File: config.mk
export PLATFORM = sky130hd
export DESIGN_NAME = dct_controller_flat
export DESIGN_NICKNAME = d
export VERILOG_FILES = /design/src/dct_pkg.sv /design/src/dct_if.sv /design/src/dct_controller.sv /design/src/flat_wrapper.sv
export VERILOG_INCLUDE_DIRS = /design/src
export SDC_FILE = /design/constraint.sdc
export NUM_CORES = 1
export LEC_CHECK = 0
export BUFFER_PORTS_ARGS = -buffer_cell sky130_fd_sc_hd__clkbuf_2
export CORE_ASPECT_RATIO = 1.4
export CORE_MARGIN = 2
export CORE_UTILIZATION = 55
export DETAILED_ROUTE_END_ITERATION = 7
export MAX_ROUTING_LAYER = met4
export PLACE_DENSITY = 0.77
export RECOVER_POWER = 50
export REMOVE_ABC_BUFFERS = 1
export SLEW_MARGIN = 0
export SYNTH_ARGS = -nofsm -noshare
export SYNTH_HDL_FRONTEND = slang
export SYNTH_SLANG_ARGS = --single-unit
File: constraint.sdc
create_clock -name mclk -period 5.65 [get_ports mclk]
set_input_delay 0.2825 -clock mclk [delete_from_list [all_inputs] [get_ports mclk]]
set_output_delay 0.2825 -clock mclk [all_outputs]
set_load 0.03 [all_outputs]
File: src/dct_map.svh
// Operation
// - alert falls 3 to 13 ns after crc error; here on the clock edge after the bad beat, 50 ns later
// - alert pulse lasts 6 to 10 clocks
// - gear-down mrs waits reset-exit time after cke
// - gear-down enable waits self-refresh exit time
// - sync pulse tmod plus four, even clocks
// - first command tmod after sync, even
// - burst eight internal write at wl plus 4
// - fixed chop four internal write at wl plus 2
// - reads and termination need locked dll
// - crc with mask uses masked write timings
// - nanoseconds to clocks rounded up
// - cke low accepted while operations finish
// - a11 selects read preamble toggle width
// - a12 selects two-clock preamble mode
// - two-clock toggle drives strobe one earlier
// - mode register seven needs five clocks
// - per-device addressing needs centred reference
// - any clock period if refresh kept
// - below 1600 use 1600 timings
`ifndef DCT_MAP_SVH
`define DCT_MAP_SVH

`define DCT_CLK_NS 50
`define DCT_CYC_UP(ns) ((((ns) + `DCT_CLK_NS - 1) / `DCT_CLK_NS) < 1 ? 1 : \
  (((ns) + `DCT_CLK_NS - 1) / `DCT_CLK_NS))
`define DCT_CYC_DN(ns) (((ns) / `DCT_CLK_NS) < 1 ? 1 : ((ns) / `DCT_CLK_NS))

`define DCT_ALERT_MIN_NS 3
`define DCT_ALERT_MAX_NS 13
`define DCT_ALERT_PW 4'h8
`define DCT_WR_OFS_BL8 6'h04
`define DCT_WR_OFS_BC4 6'h02
`define DCT_BURST_CYC 6'h04
`define DCT_DLLK_CYC 8'h3F
`define DCT_RP_CYC 6'h03
`define DCT_REFRESH_CYCLE_TIME_NORMAL_NS 350
`define DCT_TRFC2_NS 260
`define DCT_TRFC4_NS 160
`define DCT_TWR_NS 15
`define DCT_WRITE_RECOVERY_CRC_MASKED_NS 20
`define DCT_WTR_S 8'h02
`define DCT_WTR_S_CRC_DM 8'h04
`define DCT_WTR_L 8'h06
`define DCT_WTR_L_CRC_DM 8'h08
`define DCT_MR7_GAP 8'h05
`define DCT_TMOD 16'h0018
`define DCT_TXPR 16'h0014
`define DCT_TXS 16'h0014
`define DCT_GEAR_SETUP 16'h0002
`define DCT_GEAR_HOLD 16'h0002
`define DCT_EVEN(x) ((((x) + 16'h0001) >> 1) << 1)

`define DCT_BL_LO 0
`define DCT_CL_LO 4
`define DCT_WL_LO 0
`define DCT_DLL_BIT 0
`define DCT_GEAR_BIT 3
`define DCT_PDA_BIT 4
`define DCT_RPRE_BIT 11
`define DCT_WPRE_BIT 12
`define DCT_CRC_BIT 12
`define DCT_DM_BIT 10
`define DCT_BG_BIT 2
`define DCT_BL_FIX4 2'h2

`define DCT_MR0 3'h0
`define DCT_MR1 3'h1
`define DCT_MR2 3'h2
`define DCT_MR3 3'h3
`define DCT_MR4 3'h4
`define DCT_MR5 3'h5
`define DCT_MR7 3'h7

`define DCT_REG_CTRL 8'h00
`define DCT_REG_CMD 8'h04
`define DCT_REG_WDATA 8'h08
`define DCT_REG_STATUS 8'h0C
`define DCT_GRADE_2400 3'h3
`define DCT_GRADE_2666 3'h4
`define DCT_GRADE_3200 3'h6

`endif

File: src/dct_pkg.sv
package dct_pkg;

  typedef enum logic [3:0] {
    CMD_DES, CMD_ACT, CMD_PRE, CMD_REF, CMD_WR,
    CMD_RD, CMD_RDA, CMD_MRS, CMD_PDE, CMD_PDX
  } dct_cmd_t;

  typedef enum logic [2:0] {
    I_OFF, I_XPR, I_GSYNC, I_GHOLD, I_GCMD, I_DONE
  } dct_init_t;

  typedef struct packed {
    logic [1:0] blMode;
    logic [4:0] wl;
    logic [4:0] cl;
    logic       dllEn;
    logic [7:0] dllCnt;
    logic       dllLocked;
    logic       gearEn;
    logic       gearOn;
    logic       rdPre2;
    logic       wrPre2;
    logic       crcEn;
    logic       dmEn;
    logic [3:0] alertCnt;
    logic [5:0] wrCnt;
    logic       wrStart;
    logic [5:0] rdCnt;
    logic       dqsOut;
    logic       dqsDrv;
    logic [5:0] busyCnt;
    logic       pd;
  } dct_dev_st_t;

  typedef struct packed {
    dct_init_t   init;
    logic [15:0] initCnt;
    logic        initDone;
    logic        gearEn;
    logic        vrefOk;
    logic [1:0]  rfMode;
    logic        crcDm;
    logic [2:0]  grade;
    logic        pend;
    dct_cmd_t    pCmd;
    logic [2:0]  pBa;
    logic [16:0] pAddr;
    logic        cke;
    dct_cmd_t    cmd;
    logic [2:0]  ba;
    logic [16:0] addr;
    logic        beatValid;
    logic [7:0]  beatData;
    logic        beatCrc;
    logic        gearSync;
    logic [7:0]  mrGap;
    logic [7:0]  rfcGap;
    logic [7:0]  wtrS;
    logic [7:0]  wtrL;
    logic [7:0]  wpdGap;
    logic        lastBg;
    logic [4:0]  wl;
    logic        alertSeen;
    logic        refused;
    logic [31:0] rdata;
  } dct_ctl_st_t;

endpackage

File: src/dct_if.sv
`timescale 1ns/1ps
interface dct_if;
  import dct_pkg::*;
  logic        cke;
  dct_cmd_t    cmd;
  logic [2:0]  ba;
  logic [16:0] addr;
  logic        beatValid;
  logic [7:0]  beatData;
  logic        beatCrc;
  logic        gearSync;
  logic        alertN;
  logic        dllLocked;
  logic        dqsOut;
  logic        dqsOeN;

  modport dev (
    input  cke, cmd, ba, addr, beatValid, beatData, beatCrc, gearSync,
    output alertN, dllLocked, dqsOut, dqsOeN
  );
  modport ctl (
    output cke, cmd, ba, addr, beatValid, beatData, beatCrc, gearSync,
    input  alertN, dllLocked, dqsOut, dqsOeN
  );
endinterface

File: src/dct_controller.sv
// The register addresses and strobed register access were chosen for this implementation.
`timescale 1ns/1ps
`include "dct_map.svh"
module dct_controller import dct_pkg::*; (
  input  wire logic        mclk,
  input  wire logic        sys_rst,
  dct_if.ctl               link,
  input  wire logic [7:0]  regAddr,
  input  wire logic [31:0] regWdata,
  input  wire logic        regWr,
  input  wire logic        regRd,
  output logic [31:0]      regRdata
);
  dct_ctl_st_t st_r;
  dct_ctl_st_t st_nxt;
  dct_cmd_t    wCmd;
  logic [2:0]  wBa;
  logic [16:0] wAddr;
  logic        isRead;
  logic        canIssue;
  logic        twoClkOk;
  logic        badCmd;
  logic [7:0]  rfcCyc;
  logic [7:0]  wrCyc;

  always_comb
  begin
    wCmd = dct_cmd_t'(regWdata[3:0]);
    wBa = regWdata[6:4];
    wAddr = regWdata[24:8];
    isRead = (st_r.pCmd == CMD_RD) || (st_r.pCmd == CMD_RDA);
    twoClkOk = (st_r.grade == `DCT_GRADE_2400) || (st_r.grade == `DCT_GRADE_2666)
      || (st_r.grade == `DCT_GRADE_3200);
    badCmd = st_r.pend || !st_r.initDone || (regWdata[3:0] > 4'(CMD_PDX));
    if ((wCmd == CMD_RD) || (wCmd == CMD_RDA))
      badCmd = badCmd || !link.dllLocked;
    if ((wCmd == CMD_MRS) && (wBa == `DCT_MR3) && wAddr[`DCT_PDA_BIT])
      badCmd = badCmd || !st_r.vrefOk;
    if ((wCmd == CMD_MRS) && (wBa == `DCT_MR4))
      badCmd = badCmd || ((wAddr[`DCT_RPRE_BIT] || wAddr[`DCT_WPRE_BIT]) && !twoClkOk);
    unique case (st_r.rfMode)
      2'h1: rfcCyc = 8'(`DCT_CYC_UP(`DCT_TRFC2_NS));
      2'h2: rfcCyc = 8'(`DCT_CYC_UP(`DCT_TRFC4_NS));
      default: rfcCyc = 8'(`DCT_CYC_UP(`DCT_REFRESH_CYCLE_TIME_NORMAL_NS));
    endcase
    wrCyc = st_r.crcDm ? 8'(`DCT_CYC_UP(`DCT_WRITE_RECOVERY_CRC_MASKED_NS))
      : 8'(`DCT_CYC_UP(`DCT_TWR_NS));
    canIssue = (st_r.rfcGap == 8'h00);
    if (st_r.pCmd != CMD_MRS)
      canIssue = canIssue && (st_r.mrGap == 8'h00);
    if (isRead)
      canIssue = canIssue && (st_r.wtrS == 8'h00)
        && ((st_r.pBa[`DCT_BG_BIT] != st_r.lastBg) || (st_r.wtrL == 8'h00));
    if (st_r.pCmd == CMD_PDE)
      canIssue = canIssue && (st_r.wpdGap == 8'h00);

    st_nxt = st_r;
    st_nxt.cmd = CMD_DES;
    st_nxt.beatValid = 1'b0;
    if (st_r.mrGap != 8'h00)
      st_nxt.mrGap = st_r.mrGap - 8'h01;
    if (st_r.rfcGap != 8'h00)
      st_nxt.rfcGap = st_r.rfcGap - 8'h01;
    if (st_r.wtrS != 8'h00)
      st_nxt.wtrS = st_r.wtrS - 8'h01;
    if (st_r.wtrL != 8'h00)
      st_nxt.wtrL = st_r.wtrL - 8'h01;
    if (st_r.wpdGap != 8'h00)
      st_nxt.wpdGap = st_r.wpdGap - 8'h01;
    if (st_r.initCnt != 16'h0000)
      st_nxt.initCnt = st_r.initCnt - 16'h0001;

    unique case (st_r.init)
      I_OFF:
      begin
        if (regWr && (regAddr == `DCT_REG_CTRL) && regWdata[0])
        begin
          st_nxt.cke = 1'b1;
          st_nxt.initCnt = (`DCT_TXPR > `DCT_TXS) ? `DCT_TXPR : `DCT_TXS;
          st_nxt.init = I_XPR;
        end
      end
      I_XPR:
      begin
        if (st_r.initCnt == 16'h0000)
        begin
          if (st_r.gearEn)
          begin
            st_nxt.cmd = CMD_MRS;
            st_nxt.ba = `DCT_MR3;
            st_nxt.addr = 17'h00000;
            st_nxt.addr[`DCT_GEAR_BIT] = 1'b1;
            st_nxt.initCnt = `DCT_EVEN(`DCT_TMOD + 16'h0004) - `DCT_GEAR_SETUP - 16'h0001;
            st_nxt.init = I_GSYNC;
          end
          else
          begin
            st_nxt.initDone = 1'b1;
            st_nxt.init = I_DONE;
          end
        end
      end
      I_GSYNC:
      begin
        if (st_r.initCnt == 16'h0000)
        begin
          st_nxt.gearSync = 1'b1;
          st_nxt.initCnt = `DCT_GEAR_SETUP + `DCT_GEAR_HOLD - 16'h0001;
          st_nxt.init = I_GHOLD;
        end
      end
      I_GHOLD:
      begin
        if (st_r.initCnt == 16'h0000)
        begin
          st_nxt.gearSync = 1'b0;
          st_nxt.initCnt = `DCT_EVEN(`DCT_TMOD) - `DCT_GEAR_HOLD;
          st_nxt.init = I_GCMD;
        end
      end
      I_GCMD:
      begin
        if (st_r.initCnt == 16'h0000)
        begin
          st_nxt.initDone = 1'b1;
          st_nxt.init = I_DONE;
        end
      end
      I_DONE:
      begin
        if (st_r.pend && canIssue)
        begin
          st_nxt.pend = 1'b0;
          st_nxt.cmd = st_r.pCmd;
          st_nxt.ba = st_r.pBa;
          st_nxt.addr = st_r.pAddr;
          if (st_r.pCmd == CMD_PDE)
            st_nxt.cke = 1'b0;
          if (st_r.pCmd == CMD_PDX)
            st_nxt.cke = 1'b1;
          if ((st_r.pCmd == CMD_MRS) && (st_r.pBa == `DCT_MR7))
            st_nxt.mrGap = `DCT_MR7_GAP;
          if ((st_r.pCmd == CMD_MRS) && (st_r.pBa == `DCT_MR2))
            st_nxt.wl = st_r.pAddr[`DCT_WL_LO +: 5];
          if (st_r.pCmd == CMD_REF)
            st_nxt.rfcGap = rfcCyc;
          if (st_r.pCmd == CMD_WR)
          begin
            st_nxt.wtrS = st_r.crcDm ? `DCT_WTR_S_CRC_DM : `DCT_WTR_S;
            st_nxt.wtrL = st_r.crcDm ? `DCT_WTR_L_CRC_DM : `DCT_WTR_L;
            st_nxt.lastBg = st_r.pBa[`DCT_BG_BIT];
            st_nxt.wpdGap = {3'h0, st_r.wl} + 8'h04 + wrCyc;
          end
        end
      end
      default: st_nxt.init = I_OFF;
    endcase

    if (regWr)
    begin
      unique case (regAddr)
        `DCT_REG_CTRL:
        begin
          st_nxt.gearEn = regWdata[1];
          st_nxt.vrefOk = regWdata[2];
          st_nxt.rfMode = regWdata[5:4];
          st_nxt.crcDm = regWdata[6];
          st_nxt.grade = regWdata[10:8];
        end
        `DCT_REG_CMD:
        begin
          if (badCmd)
            st_nxt.refused = 1'b1;
          else
          begin
            st_nxt.pend = 1'b1;
            st_nxt.pCmd = wCmd;
            st_nxt.pBa = wBa;
            st_nxt.pAddr = wAddr;
          end
        end
        `DCT_REG_WDATA:
        begin
          st_nxt.beatValid = 1'b1;
          st_nxt.beatData = regWdata[7:0];
          st_nxt.beatCrc = (^regWdata[7:0]) ^ regWdata[8];
        end
        `DCT_REG_STATUS:
        begin
          if (regWdata[3])
            st_nxt.alertSeen = 1'b0;
          if (regWdata[4])
            st_nxt.refused = 1'b0;
        end
        default: ;
      endcase
    end
    // set wins over clear
    if (!link.alertN)
      st_nxt.alertSeen = 1'b1;
    if (regWr && (regAddr == `DCT_REG_CMD) && badCmd)
      st_nxt.refused = 1'b1;

    st_nxt.rdata = 32'h0000_0000;
    if (regRd)
    begin
      unique case (regAddr)
        `DCT_REG_CTRL:
          st_nxt.rdata = {21'h000000, st_r.grade, 1'b0, st_r.crcDm, st_r.rfMode,
            1'b0, st_r.vrefOk, st_r.gearEn, 1'b0};
        `DCT_REG_CMD:
          st_nxt.rdata = {7'h00, st_r.pAddr, 1'b0, st_r.pBa, st_r.pCmd};
        `DCT_REG_STATUS:
          st_nxt.rdata = {26'h0000000, st_r.init == I_DONE, st_r.refused,
            st_r.alertSeen, link.dllLocked, st_r.initDone, st_r.pend};
        default: st_nxt.rdata = 32'h0000_0000;
      endcase
    end
  end

  always_ff @(posedge mclk)
  begin
    if (sys_rst)
      st_r <= '0;
    else
      st_r <= st_nxt;
  end

  assign link.cke       = st_r.cke;
  assign link.cmd       = st_r.cmd;
  assign link.ba        = st_r.ba;
  assign link.addr      = st_r.addr;
  assign link.beatValid = st_r.beatValid;
  assign link.beatData  = st_r.beatData;
  assign link.beatCrc   = st_r.beatCrc;
  assign link.gearSync  = st_r.gearSync;
  assign regRdata       = st_r.rdata;
endmodule

File: src/flat_wrapper.sv
// flat-port wrapper written by rule: the top's interface ports become plain ports
module dct_controller_flat import dct_pkg::*;
  (mclk, sys_rst, regAddr, regWdata, regWr, regRd, regRdata, link_cke, link_cmd, link_ba, link_addr, link_beatValid, link_beatData, link_beatCrc, link_gearSync, link_alertN, link_dllLocked, link_dqsOut, link_dqsOeN);
  dct_if link_i ();
  input  wire logic mclk;
  input  wire logic sys_rst;
  input  wire logic [7:0] regAddr;
  input  wire logic [31:0] regWdata;
  input  wire logic regWr;
  input  wire logic regRd;
  output logic [31:0] regRdata;
  output wire logic [$bits(link_i.cke)-1:0] link_cke;
  output wire logic [$bits(link_i.cmd)-1:0] link_cmd;
  output wire logic [$bits(link_i.ba)-1:0] link_ba;
  output wire logic [$bits(link_i.addr)-1:0] link_addr;
  output wire logic [$bits(link_i.beatValid)-1:0] link_beatValid;
  output wire logic [$bits(link_i.beatData)-1:0] link_beatData;
  output wire logic [$bits(link_i.beatCrc)-1:0] link_beatCrc;
  output wire logic [$bits(link_i.gearSync)-1:0] link_gearSync;
  input wire logic [$bits(link_i.alertN)-1:0] link_alertN;
  input wire logic [$bits(link_i.dllLocked)-1:0] link_dllLocked;
  input wire logic [$bits(link_i.dqsOut)-1:0] link_dqsOut;
  input wire logic [$bits(link_i.dqsOeN)-1:0] link_dqsOeN;
  assign link_cke = link_i.cke;
  assign link_cmd = link_i.cmd;
  assign link_ba = link_i.ba;
  assign link_addr = link_i.addr;
  assign link_beatValid = link_i.beatValid;
  assign link_beatData = link_i.beatData;
  assign link_beatCrc = link_i.beatCrc;
  assign link_gearSync = link_i.gearSync;
  assign link_i.alertN = link_alertN;
  assign link_i.dllLocked = link_dllLocked;
  assign link_i.dqsOut = link_dqsOut;
  assign link_i.dqsOeN = link_dqsOeN;
  dct_controller u_core (.mclk(mclk), .sys_rst(sys_rst), .link(link_i), .regAddr(regAddr), .regWdata(regWdata), .regWr(regWr), .regRd(regRd), .regRdata(regRdata));
endmodule
==> results of run 1 <==
-- where the power goes --
group / internal (mW) / switching, mW / leakage, nW
combinational: 0.515 / 0.684 / 1.60
sequential: 1.30 / 0.161 / 1.31
clock: 0.610 / 0.573 / 0.302
total: 2.42 / 1.42 / 3.21
-- metrics by stage --
stage	area [sq um]	util, %
after floorplan	7330	-
after global placement	8130	56.8
after detailed placement	8130	56.8
after CTS	8760	61.2
after global routing	8670	60.6
final	8670	60.6
-- area by class of cell --
type	count	area, sq um	area share, %
Multi-Input combinational cell	618	4010	46.2
Clock inverter	15	201	2.32
Inverter	28	105	1.21
Tap cell	189	236	2.73
Sequential cell	161	3220	37.2
Timing Repair Buffer	106	472	5.44
Clock buffer	17	425	4.91
-- cells by family after synthesis --
| family | synth area share [%] |
|---|---|
| other | 0.0469 |
| adders and majority gates | 3.44 |
| buffers and inverters | 10.1 |
| muxes | 4.56 |
| and+or+nand+nor | 22.0 |
| xor gates and xnor gates | 4.49 |
| AOI/OAI and AO/OA | 15.1 |
| DFF | 40.3 |
-- sequential cells by signal, summed over array words and instances (netlist names) --
name	flops
u_core.link.ba	3
u_core.regRdata	24
u_core.link.beatCrc	1
u_core.link.beatData	8
u_core.link.cmd	4
u_core.link.gearSync	1
u_core.link.addr	17
u_core.st_r	101
u_core.link.beatValid	1
u_core.link.cke	1
-- worst register-to-register path, cell delays in order (launching register included) --
cell,delay [ps]
dfxtp_1,620
nor2b_1,630
nand2_1,260
or3_4,420
nor4_4,940
and2_1,250
-- cell usage in the layout, fill, tap and decap left out, types with 32 or more instances in the layout --
cell / instances
clkbuf_1: 61
nand3_1: 37
nor2_1: 71
mux2i_1: 32
o21ai_0: 32
clkbuf_2: 37
dfxtp_1: 161
nand2_1: 64
a21oi_1: 66
nor3_1: 32
-- layer usage --
layer / routed length [microns] / part of all wire (%) / up-vias
met5: 0 / 0 / -
met4: 648 / 3.5 / 0
met3: 906 / 4.9 / 55
met2: 9540 / 51 / 232
met1: 7460 / 40 / 3150
li1: - / - / 3220
-- worst max path at each step --
stage | end | cells after the start | start
6_report | u_core.link.cmd[3] | 5 | u_core.st_r[166]
3_5_place_dp | u_core.link.cmd[3] | 5 | u_core.st_r[166]
3_3_place_gp | u_core.link.cmd[3] | 5 | u_core.st_r[166]
2_1_floorplan | u_core.st_r[116] | 7 | regWdata[2]
5_1_grt | u_core.link.cmd[3] | 5 | u_core.st_r[166]
4_1_cts | u_core.link.cmd[3] | 5 | u_core.st_r[166]
==> flow_summary_export.csv, run 1 <==
group,metric,value,unit
outcome,outcome,"finished, final reports clean",
placed_design,place_hpwl,12.4,mm
timing,fin_ws,2470,ps
yosys,ys_seq_elements,161,
cts,cts_tree,"done",
worst_setup_path,crit_buf_inv,0,
worst_setup_path,crit_slowest_cell,"nor4_4",
yosys,netlist_area,8000,sq um
finish,drive_above_1_share,11.0,%
cts,post_cts_buffers,0,
yosys,synth_top_cell_by_area,"dfxtp_1",
timing,fmax,314,MHz
cts,h-tree-depth,4,
worst_setup_path,critPathRequiredTime,6020,ps
yosys,ys.flop_type,"dfxtp_1",
timing,worst_pin_slew,1140,ps
yosys,synth_warnings,0,
drt,finalWirelength,18.5,mm
cts,ctsResizeCount,0,
min_path,holdPathEnd,"u_core.st_r[33]",
cts,clk_latency,450,ps
placed_design,port_buffers,98,
timing,whs,25.4,ps
cts,cts_buffer_depth,2,
placed_design,dp_slack,2550,ps
yosys,yosysMostFrequentCell,"dfxtp_1",
flow_run,cap_violations,0,
yosys,yosysSeqAreaShare,40.3,%
global_route,met2_usage,41.7,%
global_route,grt_use_met3,4.53,%
timing,relSlewSlack,23.5,%
global_route,top_usage_layer,"met2",
worst_setup_path,end_kind,"register",
cts,clock-sinks,161,
pwr,p_total,3.84,mW
placed_design,gp_congestion,0.900,
min_path,hold_path_depth,2,
finish,antenna-diode-count,0,
worst_setup_path,r2r-start,"u_core.st_r[166]",
finish,area_growth,8.32,%
timing,finalSetupViolations,0,
finish,nNetsFinal,1002,
drt,vias,6657,
min_path,hp-class,"in2reg",
floorplanning,design.core.area,14300,sq um
drt,avgRoutedWirePerCell,16.4,microns
yosys,synth_edf_count,0,
yosys,synth_common_cells,"161 x dfxtp_1, 72 x nor2_1, 66 x a21oi_1",
worst_setup_path,cp.arrival,3550,ps
cts,path_clk_slew,70,ps
timing,setup_tns,0,ps
floorplanning,fp.dieH,147,microns
worst_setup_path,cpPeakStageDelay,940,ps
pwr,irDropWorstVdd,0.239,mV
placed_design,dp.cells,1102,
global_route,grt_usage,24.7,%
finish,fin_cells,1134,
cts,cts_hold_buffers,0,
cts,numCtsBuffers,17,
timing,fin_skew,20.6,ps
timing,period_share,56.3,%
floorplanning,rows,52,
global_route,grt_overflow,0,
floorplanning,die-area,15500,sq um
worst_setup_path,critPathMaxFanout,18,
floorplanning,fp.dieW,106,microns
worst_setup_path,crit_family,"simple AND/OR/NAND/NOR gates",
drt,drt_first_pass_iters,5,
worst_setup_path,worst-r2r-setup-slack,2470,ps
cts,root_buffer,"clkbuf_16",
finish,fillers,1310,
timing,drv_slew,0,
global_route,grt_pass1_vias,6204,
worst_setup_path,path_class,"reg2reg",
timing,rsz0062_at_grt,"false",
yosys,netlist-cell-type-count,67,
global_route,grt_pass1_wl,30.1,mm
min_path,hp-start,"link_alertN",
worst_setup_path,path_cells,"nor2b_1 > nand2_1 > or3_4 > nor4_4 > and2_1",
pwr,power_leakage,3.21,nW
global_route,grt_max_degree,88,
drt,drc_errors,0,
worst_setup_path,r2r-end,"u_core.link.cmd[3]",
yosys,synth_cells,916,
floorplanning,ios,116,
floorplanning,start_util,55.9,%
global_route,use_met1,28.4,%
yosys,async_flop_share,0,%
worst_setup_path,cp-start-kind,"register",
yosys,synth_top_cell_area_share,40.3,%
timing,period_needed,3180,ps
global_route,antenna_found_initial,0,
yosys,avgSynthCellArea,8.74,sq um
drt,dr.first_iter.drc_count,431,
drt,via_per_inst,5.87,
drt,antenna_left,0,
pwr,power_density,443,nW/um^2
timing,hold_violations,0,
worst_setup_path,reg2regPathDepth,5,
yosys,ys_top_cells_by_area,"dfxtp_1 40%, buf_4 6.0%, a21oi_1 4.1%",
Note: power is estimated with default switching activity, not from simulation.
==> inputs of run 2 (changes only) <==
- clock period: 5.65 -> 3.14 ns (I/O delays scaled with it)
==> run 2 against run 1 <==
Compared with the run above:
- the run now ends with max-capacitance violations, max-slew violations left
- final cell count grew 2.8%
- wire length shrank 0.51%
- sequential power grew 79%
- non-clock buffer count grew 32
- critical endpoint is now u_core.link.addr[1]
==> flow_summary_export.csv, run 2 (synthesis gave the netlist of run 1 again) <==
group,metric,value,unit
outcome,outcome,"finished with violations",
outcome,violations,"max-capacitance violations, max-slew violations",
worst_setup_path,path_class,"reg2reg",
global_route,antenna_found_initial,0,
timing,relSlewSlack,-43.8,%
finish,nNetsFinal,1034,
pwr,p_total,6.94,mW
worst_setup_path,crit_top_cell,"a32o_1",
timing,period_share,86.2,%
finish,fillers,1255,
drt,drt_first_pass_iters,4,
finish,drive_above_1_share,12.0,%
cts,cts_buffer_depth,2,
worst_setup_path,crit_family,"simple AND/OR/NAND/NOR gates",
finish,final_cell_mix,"161 x dfxtp_1, 71 x nor2_1, 66 x a21oi_1",
worst_setup_path,cp-start-kind,"register",
timing,fmax,370,MHz
placed_design,gp_congestion,0.867,
cts,h-tree-depth,4,
worst_setup_path,critPathMaxFanout,17,
placed_design,dpl_cell_area,8250,sq um
cts,ctsResizeCount,0,
drt,vias,6701,
worst_setup_path,path_cells,"inv_1 > ha_1 > nor4b_1 > nand2_1 > a32o_1 > or3_1 > a32o_1",
floorplanning,start_util,55.9,%
worst_setup_path,end_kind,"register",
timing,whs,16.7,ps
cts,root_buffer,"clkbuf_16",
timing,fin_ws,434,ps
cts,clock-sinks,161,
floorplanning,design.core.area,14300,sq um
pwr,irDropWorstVdd,0.369,mV
global_route,grt_max_degree,43,
placed_design,place_hpwl,12.8,mm
timing,rsz0062_at_grt,"false",
timing,worst_pin_slew,2160,ps
global_route,grt_pass1_wl,30.5,mm
finish,top_register,"u_core.st_r",
placed_design,port_buffers,98,
worst_setup_path,crit_buf_inv,1,
cts,cts_tree,"done",
placed_design,dp_slack,419,ps
floorplanning,ios,116,
global_route,grt_usage,24.7,%
drt,drc_errors,0,
worst_setup_path,critPathRequiredTime,3460,ps
worst_setup_path,crit_slowest_cell,"or3_1",
timing,drv_slew,43,
floorplanning,fp.dieH,147,microns
timing,hold_violations,0,
timing,finalSetupViolations,0,
drt,avgRoutedWirePerCell,15.8,microns
floorplanning,die-area,15500,sq um
min_path,hp-class,"in2reg",
global_route,grt_overflow,0,
cts,path_clk_slew,70,ps
timing,period_needed,2710,ps
drt,finalWirelength,18.5,mm
timing,fin_skew,19.4,ps
cts,clk_latency,430,ps
cts,cts_hold_buffers,16,
global_route,grt_pass1_vias,6452,
cts,post_cts_buffers,0,
finish,antenna-diode-count,0,
finish,area_growth,11.8,%
flow_run,cap_violations,1,
worst_setup_path,cpPeakStageDelay,680,ps
floorplanning,fp.dieW,106,microns
pwr,power_leakage,3.34,nW
drt,antenna_left,0,
floorplanning,rows,52,
finish,final_area,8950,sq um
cts,numCtsBuffers,17,
finish,final_common_cell,"dfxtp_1",
worst_setup_path,cp.arrival,3020,ps
finish,largest_reg_flops,101,
drt,dr.first_iter.drc_count,345,
pwr,power_density,776,nW/um^2
drt,via_per_inst,5.75,
-- run 2: layer usage --
layer	vias up	wire, microns	GRT usage [%]
met3	48	884	4.30
met1	3142	7510	28.2
met5	-	0	-
met2	226	9420	42.6
li1	3285	-	-
met4	0	637	10.3
-- run 2: worst paths after layout --
check	start	slack [ps]	cells after the start	end
min	regWdata[9]	20	3	u_core.st_r[117]
max reg2reg	u_core.st_r[48]	430	7	u_core.link.addr[1]
max	u_core.st_r[48]	430	7	u_core.link.addr[1]
min reg2reg	u_core.link.beatCrc	450	2	u_core.link.beatCrc
-- run 2: stage by stage --
| stage | setup TNS [ps] | cells | utilization [%] |
|---|---|---|---|
| after floorplan | -694 | 807 | - |
| after global placement | 0 | 1118 | 57.6 |
| after detailed placement | 0 | 1118 | 57.6 |
| after CTS | 0 | 1166 | 63.2 |
| after global routing | 0 | 1166 | 62.5 |
| final | 0 | 1166 | 62.5 |
-- run 2: area by class of cell --
class | count | area (sq um) | share of cell area [%]
Inverter | 28 | 105 | 1.17
Timing Repair Buffer | 138 | 737 | 8.24
Sequential cell | 161 | 3220 | 36.0
Clock buffer | 17 | 425 | 4.75
Clock inverter | 15 | 209 | 2.34
Tap cell | 189 | 236 | 2.64
Multi-Input combinational cell | 618 | 4010 | 44.8
-- run 2: worst reg2reg max path: stages, from the launching register on --
cell	delay [ps]
dfxtp_1	320
inv_1	90
ha_1	210
nor4b_1	410
nand2_1	230
a32o_1	290
or3_1	680
a32o_1	370
-- run 2: report_power, final --
group	internal [mW]	switching, mW	leakage [nW]
Clock	1.10	1.02	0.303
Sequential	2.33	0.285	1.31
Combinational	0.965	1.24	1.74
Total	4.40	2.54	3.34
